`src/ufdp_pkg.sv`:
```
package ufdp_pkg;

    // Word indices of the registers on the AXI4-Lite bus.
    // Offsets not all multiples of four, so these are indices; byte address is four times.
    localparam logic [7:0] BUS_FAULT_FLAGS_IDX     = 8'hDA;
    localparam logic [7:0] DRIVE_PIO_HIGH_BYTE_IDX = 8'hDB;
    localparam logic [7:0] DRIVE_PIO_LOW_BYTE_IDX  = 8'hDC;
    localparam logic [7:0] XFER_COUNT_BYTE0_IDX    = 8'hE1;
    localparam logic [7:0] XFER_COUNT_BYTE1_IDX    = 8'hE2;
    localparam logic [7:0] XFER_COUNT_BYTE2_IDX    = 8'hE3;
    localparam logic [7:0] XFER_COUNT_BYTE3_IDX    = 8'hE4;
    localparam logic [7:0] DRIVE_STATUS_IDX        = 8'hE8;

    // Fault flag positions.
    localparam int FLT_TOKEN_BIT  = 6;
    localparam int FLT_STALL_BIT  = 4;
    localparam int FLT_TOGGLE_BIT = 3;
    localparam int FLT_RX_BIT     = 2;
    localparam int FLT_CRC_BIT    = 0;
    localparam logic [7:0] FLT_IMPL_MASK = 8'h5D;

    // Status register bit positions.
    localparam int STAT_DONE_BIT  = 0;
    localparam int STAT_FAULT_BIT = 1;

    // Reset values.
    localparam logic [7:0]  BYTE_RESET  = 8'h00;
    localparam logic [31:0] COUNT_RESET = 32'h0000_0000;

    // Bus response codes.
    localparam logic [1:0] RESP_OKAY   = 2'h0;
    localparam logic [1:0] RESP_SLVERR = 2'h2;

endpackage

```
`src/ufdp_reg_if.sv`:
```
// Register write/read strobes shared by the bus slave and the register bank.
interface ufdp_reg_if;
    logic        wr_en;
    logic [7:0]  wr_idx;
    logic [7:0]  wr_data;
    logic [7:0]  rd_idx;
    logic [7:0]  rd_data;
    logic        rd_hit;
    logic        wr_hit;

    modport slave (
        output wr_en,
        output wr_idx,
        output wr_data,
        output rd_idx,
        input  rd_data,
        input  rd_hit,
        input  wr_hit
    );

    modport bank (
        input  wr_en,
        input  wr_idx,
        input  wr_data,
        input  rd_idx,
        output rd_data,
        output rd_hit,
        output wr_hit
    );
endinterface

```
`src/ufdp_axil_slave.sv`:
```
// AXI4-Lite slave: takes address and data in either order; reads answer one cycle later, writes two.
module ufdp_axil_slave (
    input  wire logic        ref_clk,
    input  wire logic        rst,
    input  wire logic [9:0]  s_axi_awaddr,
    input  wire logic        s_axi_awvalid,
    output logic             s_axi_awready,
    input  wire logic [31:0] s_axi_wdata,
    input  wire logic [3:0]  s_axi_wstrb,
    input  wire logic        s_axi_wvalid,
    output logic             s_axi_wready,
    output logic [1:0]       s_axi_bresp,
    output logic             s_axi_bvalid,
    input  wire logic        s_axi_bready,
    input  wire logic [9:0]  s_axi_araddr,
    input  wire logic        s_axi_arvalid,
    output logic             s_axi_arready,
    output logic [31:0]      s_axi_rdata,
    output logic [1:0]       s_axi_rresp,
    output logic             s_axi_rvalid,
    input  wire logic        s_axi_rready,
    ufdp_reg_if.slave        regs
);
    logic       aw_held_q, aw_held_d;
    logic [7:0] aw_idx_q, aw_idx_d;
    logic       w_held_q, w_held_d;
    logic [7:0] w_data_q, w_data_d;
    logic       w_lane_q, w_lane_d;
    logic       bvalid_q, bvalid_d;
    logic [1:0] bresp_q, bresp_d;
    logic       rvalid_q, rvalid_d;
    logic [31:0] rdata_q, rdata_d;
    logic [1:0] rresp_q, rresp_d;
    logic       do_wr;

    // Channel readies while nothing is pending.
    assign s_axi_awready = !aw_held_q && !bvalid_q;
    assign s_axi_wready  = !w_held_q && !bvalid_q;
    assign s_axi_arready = !rvalid_q;
    assign s_axi_bvalid  = bvalid_q;
    assign s_axi_bresp   = bresp_q;
    assign s_axi_rvalid  = rvalid_q;
    assign s_axi_rdata   = rdata_q;
    assign s_axi_rresp   = rresp_q;

    assign regs.wr_idx  = aw_idx_q;
    assign regs.wr_data = w_data_q;
    assign regs.rd_idx  = s_axi_araddr[9:2];
    assign do_wr        = aw_held_q && w_held_q && !bvalid_q;
    assign regs.wr_en   = do_wr && w_lane_q;

    // Next state of both channels.
    always_comb begin
        aw_held_d = aw_held_q;
        aw_idx_d  = aw_idx_q;
        w_held_d  = w_held_q;
        w_data_d  = w_data_q;
        w_lane_d  = w_lane_q;
        bvalid_d  = bvalid_q;
        bresp_d   = bresp_q;
        rvalid_d  = rvalid_q;
        rdata_d   = rdata_q;
        rresp_d   = rresp_q;
        if (s_axi_awvalid && s_axi_awready) begin
            aw_held_d = 1'b1;
            aw_idx_d  = s_axi_awaddr[9:2];
        end
        if (s_axi_wvalid && s_axi_wready) begin
            w_held_d = 1'b1;
            w_data_d = s_axi_wdata[7:0];
            w_lane_d = s_axi_wstrb[0];
        end
        if (do_wr) begin
            aw_held_d = 1'b0;
            w_held_d  = 1'b0;
            bvalid_d  = 1'b1;
            bresp_d   = regs.wr_hit ? ufdp_pkg::RESP_OKAY : ufdp_pkg::RESP_SLVERR;
        end else if (bvalid_q && s_axi_bready) begin
            bvalid_d = 1'b0;
        end
        if (s_axi_arvalid && s_axi_arready) begin
            rvalid_d = 1'b1;
            rdata_d  = {24'h000000, regs.rd_data};
            rresp_d  = regs.rd_hit ? ufdp_pkg::RESP_OKAY : ufdp_pkg::RESP_SLVERR;
        end else if (rvalid_q && s_axi_rready) begin
            rvalid_d = 1'b0;
        end
    end

    // Channel state registers.
    always_ff @(posedge ref_clk) begin
        if (rst) begin
            aw_held_q <= 1'b0;
            aw_idx_q  <= 8'h00;
            w_held_q  <= 1'b0;
            w_data_q  <= 8'h00;
            w_lane_q  <= 1'b0;
            bvalid_q  <= 1'b0;
            bresp_q   <= 2'h0;
            rvalid_q  <= 1'b0;
            rdata_q   <= 32'h0000_0000;
            rresp_q   <= 2'h0;
        end else begin
            aw_held_q <= aw_held_d;
            aw_idx_q  <= aw_idx_d;
            w_held_q  <= w_held_d;
            w_data_q  <= w_data_d;
            w_lane_q  <= w_lane_d;
            bvalid_q  <= bvalid_d;
            bresp_q   <= bresp_d;
            rvalid_q  <= rvalid_d;
            rdata_q   <= rdata_d;
            rresp_q   <= rresp_d;
        end
    end
endmodule

```
`src/ufdp_count.sv`:
```
// Transfer byte counter: loaded by software, decremented by the transfer engine.
module ufdp_count #(
    parameter int WIDTH = 32
) (
    input  wire logic             ref_clk,
    input  wire logic             rst,
    input  wire logic [1:0]       wr_lane,
    input  wire logic             wr_en,
    input  wire logic [7:0]       wr_data,
    input  wire logic             dec,
    output logic      [WIDTH-1:0] count,
    output logic                  start
);
    logic [WIDTH-1:0] count_q, count_d;
    logic             start_q, start_d;

    assign count = count_q;
    assign start = start_q;

    // Byte writes patch the count; a write to lane zero also starts a transfer.
    always_comb begin
        count_d = count_q;
        start_d = 1'b0;
        if (dec && count_q != '0) begin
            count_d = count_q - WIDTH'(1);
        end
        if (wr_en) begin
            count_d[wr_lane*8 +: 8] = wr_data;
            start_d = (wr_lane == 2'h0);
        end
    end

    // Count registers.
    always_ff @(posedge ref_clk) begin
        if (rst) begin
            count_q <= ufdp_pkg::COUNT_RESET;
            start_q <= 1'b0;
        end else begin
            count_q <= count_d;
            start_q <= start_d;
        end
    end
endmodule

```
`src/ufdp_regs.sv`:
```
// How it works
// RULE1 - Unexpected token on any endpoint sets fault flag bit 6.
// RULE2 - Token to a stalled endpoint sets fault flag bit 4.
// RULE3 - Received data with wrong toggle sets fault flag bit 3.
// RULE4 - Full-speed receive error sets fault flag bit 2.
// RULE5 - CRC failure sets fault flag bit 0.
// RULE6 - Fault bits 7, 5 and 1 read zero and ignore writes.
// RULE7 - Writing one clears a fault flag; zero leaves it.
// RULE8 - Status fault summary bit is high while any fault flag is set.
// RULE9 - High holding byte is driven as upper half of 16-bit drive writes.
// RULE10 - 16-bit drive read puts upper byte in high holding register at done.
// RULE11 - Software discards the direct load value and reads holding registers.
// RULE12 - 8-bit drive register reads put their byte in low holding register.
// RULE13 - 16-bit drive read puts lower byte in low holding register at done.
// RULE14 - Low holding register is unused and untouched by drive writes.
// RULE15 - Count bytes 0..2 read and write at 0xE1, 0xE2, 0xE3.
// RULE16 - Count byte 3 reads and writes at 0xE4.
// RULE17 - Writing count byte 0 last starts a new transfer.
// RULE18 - Count reads return bytes still remaining.
// RULE19 - Access done sets at access end, clears on write one or next access start.
// RULE20 - All registers reset to zero; flags stay set until cleared.
module ufdp_regs (
    input  wire logic        ref_clk,
    input  wire logic        rst,
    // AXI4-Lite register port.
    input  wire logic [9:0]  s_axi_awaddr,
    input  wire logic        s_axi_awvalid,
    output logic             s_axi_awready,
    input  wire logic [31:0] s_axi_wdata,
    input  wire logic [3:0]  s_axi_wstrb,
    input  wire logic        s_axi_wvalid,
    output logic             s_axi_wready,
    output logic [1:0]       s_axi_bresp,
    output logic             s_axi_bvalid,
    input  wire logic        s_axi_bready,
    input  wire logic [9:0]  s_axi_araddr,
    input  wire logic        s_axi_arvalid,
    output logic             s_axi_arready,
    output logic [31:0]      s_axi_rdata,
    output logic [1:0]       s_axi_rresp,
    output logic             s_axi_rvalid,
    input  wire logic        s_axi_rready,
    // One-cycle fault events from the packet receiver.
    input  wire logic        ev_token_fault,
    input  wire logic        ev_stall_fault,
    input  wire logic        ev_data_toggle_fault,
    input  wire logic        ev_receive_fault,
    input  wire logic        ev_crc_fault,
    output logic             fault_summary,
    // Programmed drive access from the access sequencer.
    input  wire logic        drive_access_start,
    input  wire logic        drive_access_end,
    input  wire logic        drive_access_read,
    input  wire logic        drive_access_wide,
    input  wire logic [15:0] drive_read_data,
    output logic [7:0]       drive_write_high,
    output logic             drive_access_done,
    // Transfer engine hooks.
    input  wire logic        xfer_byte_done,
    output logic [31:0]      xfer_remaining,
    output logic             xfer_start
);
    ufdp_reg_if regs ();

    logic [7:0]  flags_q, flags_d;
    logic [7:0]  high_q, high_d;
    logic [7:0]  low_q, low_d;
    logic        done_q, done_d;
    logic [7:0]  events;
    logic        wr_flags, wr_high, wr_low, wr_stat, wr_cnt;
    logic [1:0]  cnt_lane;
    logic [31:0] count;

    // Index match for the write side; the read side decodes with a case.
    function automatic logic hit(input logic [7:0] idx, input logic [7:0] reg_idx);
        return idx == reg_idx;
    endfunction

    ufdp_axil_slave u_slave (
        .ref_clk       (ref_clk),
        .rst           (rst),
        .s_axi_awaddr  (s_axi_awaddr),
        .s_axi_awvalid (s_axi_awvalid),
        .s_axi_awready (s_axi_awready),
        .s_axi_wdata   (s_axi_wdata),
        .s_axi_wstrb   (s_axi_wstrb),
        .s_axi_wvalid  (s_axi_wvalid),
        .s_axi_wready  (s_axi_wready),
        .s_axi_bresp   (s_axi_bresp),
        .s_axi_bvalid  (s_axi_bvalid),
        .s_axi_bready  (s_axi_bready),
        .s_axi_araddr  (s_axi_araddr),
        .s_axi_arvalid (s_axi_arvalid),
        .s_axi_arready (s_axi_arready),
        .s_axi_rdata   (s_axi_rdata),
        .s_axi_rresp   (s_axi_rresp),
        .s_axi_rvalid  (s_axi_rvalid),
        .s_axi_rready  (s_axi_rready),
        .regs          (regs)
    );

    // Write decode.
    assign wr_flags = regs.wr_en && hit(regs.wr_idx, ufdp_pkg::BUS_FAULT_FLAGS_IDX);
    assign wr_high  = regs.wr_en && hit(regs.wr_idx, ufdp_pkg::DRIVE_PIO_HIGH_BYTE_IDX);
    assign wr_low   = regs.wr_en && hit(regs.wr_idx, ufdp_pkg::DRIVE_PIO_LOW_BYTE_IDX);
    assign wr_stat  = regs.wr_en && hit(regs.wr_idx, ufdp_pkg::DRIVE_STATUS_IDX);
    assign wr_cnt   = regs.wr_en && regs.wr_idx >= ufdp_pkg::XFER_COUNT_BYTE0_IDX
                      && regs.wr_idx <= ufdp_pkg::XFER_COUNT_BYTE3_IDX;
    assign cnt_lane = 2'(regs.wr_idx - ufdp_pkg::XFER_COUNT_BYTE0_IDX);
    assign regs.wr_hit = hit(regs.wr_idx, ufdp_pkg::BUS_FAULT_FLAGS_IDX)
                      || hit(regs.wr_idx, ufdp_pkg::DRIVE_PIO_HIGH_BYTE_IDX)
                      || hit(regs.wr_idx, ufdp_pkg::DRIVE_PIO_LOW_BYTE_IDX)
                      || hit(regs.wr_idx, ufdp_pkg::DRIVE_STATUS_IDX)
                      || (regs.wr_idx >= ufdp_pkg::XFER_COUNT_BYTE0_IDX
                          && regs.wr_idx <= ufdp_pkg::XFER_COUNT_BYTE3_IDX);

    // Transfer counter.
    // RULE15 RULE16 RULE17 byte-wide count
    ufdp_count #(
        .WIDTH (32)
    ) u_count (
        .ref_clk (ref_clk),
        .rst     (rst),
        .wr_lane (cnt_lane),
        .wr_en   (wr_cnt),
        .wr_data (regs.wr_data),
        .dec     (xfer_byte_done),
        .count   (count),
        .start   (xfer_start)
    );

    // Gather fault events into their flag positions.
    always_comb begin
        events = 8'h00;
        // RULE1 token fault
        events[ufdp_pkg::FLT_TOKEN_BIT] = ev_token_fault;
        // RULE2 stall fault
        events[ufdp_pkg::FLT_STALL_BIT] = ev_stall_fault;
        // RULE3 toggle fault
        events[ufdp_pkg::FLT_TOGGLE_BIT] = ev_data_toggle_fault;
        // RULE4 receive fault
        events[ufdp_pkg::FLT_RX_BIT] = ev_receive_fault;
        // RULE5 crc fault
        events[ufdp_pkg::FLT_CRC_BIT] = ev_crc_fault;
    end

    // Flags, holding bytes and access-done next values.
    always_comb begin
        flags_d = flags_q;
        high_d  = high_q;
        low_d   = low_q;
        done_d  = done_q;
        // RULE7 write one clears
        if (wr_flags) begin
            flags_d = flags_d & ~regs.wr_data;
        end
        // RULE6 RULE20 set wins, unused bits zero
        flags_d = (flags_d | events) & ufdp_pkg::FLT_IMPL_MASK;
        if (wr_high) begin
            high_d = regs.wr_data;
        end
        if (wr_low) begin
            low_d = regs.wr_data;
        end
        // RULE19 done clear paths
        if ((wr_stat && regs.wr_data[ufdp_pkg::STAT_DONE_BIT]) || drive_access_start) begin
            done_d = 1'b0;
        end
        // RULE10 RULE12 RULE13 RULE14 capture on read completion only
        if (drive_access_end) begin
            done_d = 1'b1;
            if (drive_access_read) begin
                low_d = drive_read_data[7:0];
                if (drive_access_wide) begin
                    high_d = drive_read_data[15:8];
                end
            end
        end
    end

    // Register bank state.
    always_ff @(posedge ref_clk) begin
        if (rst) begin
            flags_q <= ufdp_pkg::BYTE_RESET;
            high_q  <= ufdp_pkg::BYTE_RESET;
            low_q   <= ufdp_pkg::BYTE_RESET;
            done_q  <= 1'b0;
        end else begin
            flags_q <= flags_d;
            high_q  <= high_d;
            low_q   <= low_d;
            done_q  <= done_d;
        end
    end

    // RULE8 fault summary
    assign fault_summary     = |flags_q;
    // RULE9 high byte drive
    assign drive_write_high  = high_q;
    assign drive_access_done = done_q;
    // RULE18 remaining count
    assign xfer_remaining    = count;

    // Read decode.
    always_comb begin
        regs.rd_data = 8'h00;
        regs.rd_hit  = 1'b1;
        case (regs.rd_idx)
            ufdp_pkg::BUS_FAULT_FLAGS_IDX:     regs.rd_data = flags_q;
            ufdp_pkg::DRIVE_PIO_HIGH_BYTE_IDX: regs.rd_data = high_q;
            ufdp_pkg::DRIVE_PIO_LOW_BYTE_IDX:  regs.rd_data = low_q;
            ufdp_pkg::XFER_COUNT_BYTE0_IDX:    regs.rd_data = count[7:0];
            ufdp_pkg::XFER_COUNT_BYTE1_IDX:    regs.rd_data = count[15:8];
            ufdp_pkg::XFER_COUNT_BYTE2_IDX:    regs.rd_data = count[23:16];
            ufdp_pkg::XFER_COUNT_BYTE3_IDX:    regs.rd_data = count[31:24];
            ufdp_pkg::DRIVE_STATUS_IDX: begin
                regs.rd_data[ufdp_pkg::STAT_DONE_BIT]  = done_q;
                regs.rd_data[ufdp_pkg::STAT_FAULT_BIT] = |flags_q;
            end
            default:                           regs.rd_hit = 1'b0;
        endcase
    end
endmodule

```
`config.mk`:
```
export PLATFORM = sky130hd
export DESIGN_NAME = ufdp_regs
export DESIGN_NICKNAME = d
export VERILOG_FILES = /design/src/ufdp_pkg.sv /design/src/ufdp_reg_if.sv /design/src/ufdp_axil_slave.sv /design/src/ufdp_count.sv /design/src/ufdp_regs.sv
export SDC_FILE = /design/constraint.sdc
export NUM_CORES = 1
export LEC_CHECK = 0
export ABC_AREA = 1
export BUFFER_PORTS_ARGS = -buffer_cell sky130_fd_sc_hd__buf_2
export CORE_ASPECT_RATIO = 2
export CORE_MARGIN = 8
export CORE_UTILIZATION = 35
export CTS_CLUSTER_SIZE = 12
export DETAILED_ROUTE_END_ITERATION = 12
export PLACE_DENSITY = 0.58
export SYNTH_ARGS = -nofsm -noshare
export SYNTH_HDL_FRONTEND = slang
export SYNTH_SLANG_ARGS = --single-unit
```
`constraint.sdc`:
```
create_clock -name ref_clk -period 5.1 [get_ports ref_clk]
set_input_delay 0.255 -clock ref_clk [delete_from_list [all_inputs] [get_ports ref_clk]]
set_output_delay 0.255 -clock ref_clk [all_outputs]
set_load 0.005 [all_outputs]
```
Word level (Yosys, flattened, before mapping):

Index checks and enable logic that the tools add are counted.

* bits in registers: 88
* input port bits: 89
* output and inout port bits: 84

* add/subtract/negate cells: 3
* order comparisons: 2
* equality and inequality tests: 12
* shift operators: 2
* mux-type cells: 22
* bitwise gates (word level): 4
* reductions and logical operators: 37

Operators by type and width (count)
* 8-bit == test (second input constant): 12
* 32-bit 2-to-1 mux: 2
* 8-bit 2-to-1 mux: 7
* 6-bit case mux with 7 select lines: 1
* 5-bit negator with 34-bit output: 1
* 8-bit by 34-bit variable shift with 32-bit output (first input constant): 1
* 8-bit by 34-bit indexed part select with 32-bit output: 1
* 32-bit bitwise mux: 1
* 32-bit nonzero test: 1
* 32-bit by 1-bit subtractor with 32-bit output (second input constant): 1
* 1-bit logical AND: 19
* 2-bit case mux with 8 select lines: 1
* 8-bit OR reduction: 2
* 8-bit greater-or-equal comparator (second input constant): 1
* 8-bit less-or-equal comparator (second input constant): 1
* 7-bit AND: 1
* 1-bit 2-to-1 mux: 7
* 7-bit 2-to-1 mux: 1
* 7-bit inverter: 1
* 7-bit OR: 1
* 2-bit nonzero test: 3
* 1-bit logical OR: 5
* 1-bit zero test: 4
* 2-bit 2-to-1 mux: 2
* other kinds (4): 5

Longest topological paths before layout:

* word-level depth: 8
* gate-level depth with buffers: 14
* depth with buffers taken out: 13

Cells and area by module:

Synthesis repeated with hierarchy kept, for this count alone.

* cell total of the unflattened synthesis: 1055
* area, all modules: 6423.7 µm²

By module, submodules not included
* ufdp_count: instances 1, cells each 481, area each 2816.5 µm², sequential area each 660.6 µm²
* ufdp_regs: instances 1, cells each 358, area each 2045.7 µm², sequential area each 440.4 µm²
* ufdp_axil_slave: instances 1, cells each 216, area each 1561.5 µm², sequential area each 620.6 µm²

Least setup slack after synthesis:

OpenSTA, ideal clock, no wires.

* kind: reg-to-reg
* from: reg u_slave.aw_idx_q[0] (netlist: u_slave.regs.wr_idx[0])
* to: reg u_count.count_q[17] (netlist: u_count.count[17])
* library setup time: 109 ps
* arrival time: 1623 ps
* path slack: 3368 ps
* stages on the path, launching flop included: 12
* buffers on the path: 0
* period minus slack after synthesis: 1732 ps
* cells stage by stage: dfxtp_1 inv_1 ha_1 o21ai_0 nor2_1 nand3_1 inv_1 nand2_2 inv_1 a21oi_1 nand2_1 inv_1

* longest elaborated chain between the ends: 5
* elaborated cells between the ends (all ways): 10
* those cells by class: add/sub (2); order compare (2); shift (2); mux (2); reduce/logical (2)

Ends and longest elaborated chain
* start: declaration: RTL line ufdp_axil_slave.sv:25 `logic [7:0] aw_idx_q, aw_idx_d;`
* start signal: assignment: RTL line ufdp_axil_slave.sv:105 `aw_idx_q <= aw_idx_d;`
* 2-bit by 1-bit subtractor with 2-bit output: RTL line ufdp_regs.sv:109 `assign cnt_lane = 2'(regs.wr_idx - ufdp_pkg::XFER_COUNT_BYTE0_IDX);`
* 5-bit negator with 34-bit output: RTL line ufdp_count.sv:28 `count_d[wr_lane*8 +: 8] = wr_data;`
* 8-bit by 34-bit indexed part select with 32-bit output / 8-bit by 34-bit variable shift with 32-bit output (equally long branches): RTL line ufdp_count.sv:28
* 32-bit bitwise mux: RTL line ufdp_count.sv:28
* 32-bit 2-to-1 mux (*): RTL line ufdp_count.sv:27 `if (wr_en) begin`
* end signal: assignment: RTL line ufdp_count.sv:36 `count_q <= ufdp_pkg::COUNT_RESET;`
* end signal: assignment: RTL line ufdp_count.sv:39 `count_q <= count_d;`
* end: declaration: RTL line ufdp_count.sv:14 `logic [WIDTH-1:0] count_q, count_d;`

Mark *: on every way between the ends. The rest lies on a longest branch, timed or not.
A chain may end at the register's enable or synchronous reset.

Worst setup path after layout:

* from: reg u_count.count_q[0] (netlist: u_count.count[0])
* to: reg u_count.count_q[4] (netlist: u_count.count[4])

* longest elaborated chain between the ends: 5
* elaborated cells between the ends (all ways): 6
* those cells by class: add/sub (1); mux (3); reduce/logical (2)

Ends and longest elaborated chain
* branches (longest 2 deep; another with 32-bit by 1-bit subtractor with 32-bit output)
* 32-bit 2-to-1 mux (*): RTL line ufdp_count.sv:24 `if (dec && count_q != '0) begin`
* 32-bit bitwise mux: RTL line ufdp_count.sv:28
* 32-bit 2-to-1 mux (*): RTL line ufdp_count.sv:27

Every way passes the cells marked *.

==> impl_metrics.ini <==
[outcome]
status = finished, final reports clean

[detailed_routing]
num_vias = 6609
ant_nets = 0
dr.pass1.iters = 5
via_per_inst = 4.947
wl_mm = 23.61
drt-initial-drc-count = 249
route.detailed.drc = 0
wl_per_cell_um = 17.67

[place]
portBuffers = 115
pre_cts_slack_ps = 2559
gp_congestion = 0.9746
dp.cells = 1320
place_hpwl_mm = 19.06

[synthesis]
synth_top_area_share = 0.2896
syn_inst = 1022
yosysSeqAreaShare = 0.2896
synthTopCellsByCount = 307 x nand2_1, 138 x inv_1, 134 x nor2_1
synth_edf_count = 0
async_flop_share = 0
syn-cell-area_sq_mm = 0.005946
synth.area.top_cells = dfxtp_1 29%, nand2_1 19%, inv_1 8.7%
synth_most_common_cell = nand2_1
synth_top_area_cell = dfxtp_1
ys_seq_elements = 86
synth_warnings = 0
synth_cell_type_count = 26
ys.flop_type = dfxtp_1
syn_avg_cell_area_sq_um = 5.818

[grt]
grt_pass1_wl_mm = 35.53
first_global_vias = 6701
grt.total_usage = 0.2153
grt_max_degree = 62
grt_remaining_overflow = 0
antenna_found_initial = 0

[power_and_ir_drop]
power_per_cell_area_mw_per_mm2 = 672.0
p_leak_nw = 3.762
pwr-share-clk = 0.156
power_frac_seq = 0.246
internal_power_mw = 2.140
combPwrFrac = 0.598
peakVddDrop_uv = 220.5
power_switching_mw = 2.492
swShare = 0.5381

[critical_path]
worst-r2r-setup-slack_ps = 2550
cp-startpoint = u_count.count[0]$_SDFF_PP0_
worst-setup-path-type = flop to flop
arrival_ps = 2840
reg2reg_depth = 10
cp-end-kind = flop
cpMostUsedCell = nand2_1
cp_top_family = compound AO/OA/AOI/OAI gates
path_cells = inv_1, ha_1, nand2_1, nor2_1, nand2_1, o21a_1, o21ai_0, nand3_1, nand2_1, inv_1
crit_required_ps = 5390
cp_slowest_cell = o21a_1
slowest_delay_ps = 790
worstSetupStartpointType = flop
cp_num_buf_inv = 2
worst_r2r_endpoint = u_count.count[4]$_SDFF_PP0_
timing.rr.start = u_count.count[0]$_SDFF_PP0_
cp_max_fo = 29

[floorplan]
die_x_um = 108.2
io_pins = 173
initial_core_util = 0.3564
core_area_sq_mm = 0.01668
rows = 67
dieHeight_um = 200.3
fp.dieArea_sq_mm = 0.02167

[final_layout]
fillers = 1941
drive_gt1_frac = 0.1382
nets = 1221
stdcell_count = 1336
area_growth_syn_to_layout_pct = 15.93
diodes = 0

[sta]
clock.fmax_mhz = 392.0
tns_ps = 0
slew_headroom = 0.2508
skew_ps = 7.813
finalCritPeriodShare = 0.5002
setup_slack_ps = 2549
grt_setup_unrepaired = no
finalSetupViolCount = 0
worst_slew_pin_slew_ps = 1123
min_period_ps = 2551
hold_viol_final = 0
slew_violations = 0

[clocking]
clockRootBuffer = clkbuf_16
ctsResizeCount = 0
holdBufCountCts = 0
cts.path.max_buffers = 2
cts_tree = yes
cts_inserted_buffers = 9
post_cts_buffers = 0
insertion_delay_ps = 340
cts-htree-levels = 3
clk_pin_slew_ps = 60
clock-sinks = 86

[worst_hold_path]
hold_path_end = flags_q[6]$_SDFF_PP0_
hp-class = input port to flop
worstHoldPathCells = 3
hp-start = ev_token_fault

[job]
maxCapViolCount = 0
==> cells by family after synthesis <==
group,after synthesis,synth area share
AND/OR/NAND/NOR,588,0.4154
buffers and inverters,190,0.1420
AO/OA/AOI/OAI,140,0.1223
flip-flops,86,0.2896
XOR/XNOR,9,0.01326
adder cells (fa/ha/maj),8,0.01684
other,1,0.0006307
==> metrics by stage <==
stage               instance area (sq um)  hold WS, ps    util  total power [mW]
finish                               6893        147.7  0.4132             4.632
floorplan                            6040        389.0       -             2.945
detailed placement                   6569        456.1  0.3938             3.897
global placement                     6569        453.8  0.3938             3.898
CTS                                  6893        141.6  0.4132             4.632
global route                         6893        159.8  0.4132             5.067
==> routing by layer <==
layer | track usage | part of all wire | up-vias
met5 | 0 | 0 | -
met4 | 0.1817 | 0.082 | 0
met3 | 0.02797 | 0.048 | 78
met2 | 0.3976 | 0.53 | 242
met1 | 0.1970 | 0.34 | 2908
li1 | - | - | 3381
==> cells in the final DEF (no fill, tap or decap), drive strengths merged <==
cell        n
buf       117
clkinvlp    1
xnor2       2
dfxtp      86
conb       26
nor2      148
a21oi      74
o21ai      57
o21a        2
nand3      99
clkinv      2
nand4      18
inv       139
nor3       11
o211ai      7
nand2     310
nand3b      2
ha          8
bufinv      2
xor2        7
clkbuf     11
==> worst min-delay path, cell delays in order <==
cell,delay [ps]
buf_2,100
inv_1,40
a21oi_1,50
==> final cells by class <==
cell class,count,area [sq um],area share
clock inverters,5,81.33,0.01180
flip-flops and latches,86,1722,0.2498
well taps,207,259.0,0.03757
inverters,139,521.8,0.07569
multi-input cells,771,3476,0.5043
clock buffers,11,242.7,0.03522
repair buffers,117,590.6,0.08568
==> sequential cells by signal, indices dropped and copies added (netlist names), 5 cells and up <==
register	flops
u_slave.regs.wr_idx	8
u_count.count	32
flags_q	5
low_q	8
drive_write_high	8
u_slave.s_axi_rdata	8
u_slave.regs.wr_data	8
==> worst max-delay path by stage <==
stage / end / slack (ps) / cells past startpoint
3_5_place_dp: u_count.count[4]$_SDFF_PP0_ / 2560 / 10
4_1_cts: u_count.count[4]$_SDFF_PP0_ / 2550 / 10
2_1_floorplan: u_count.count[17]$_SDFF_PP0_ / 3370 / 11
6_report: u_count.count[4]$_SDFF_PP0_ / 2550 / 10
3_3_place_gp: u_count.count[4]$_SDFF_PP0_ / 2580 / 10
5_1_grt: u_count.count[4]$_SDFF_PP0_ / 2330 / 10
==> power by group through the flow <==
stage / clock network (mW) / registers [mW] / logic [mW]
floorplan: 0 / 1.02 / 1.93
global placement: 0 / 1.15 / 2.74
detailed placement: 0 / 1.15 / 2.75
CTS: 0.734 / 1.13 / 2.76
global route: 0.761 / 1.15 / 3.15
finish: 0.723 / 1.14 / 2.77
Power figures use the tool's default switching activity.
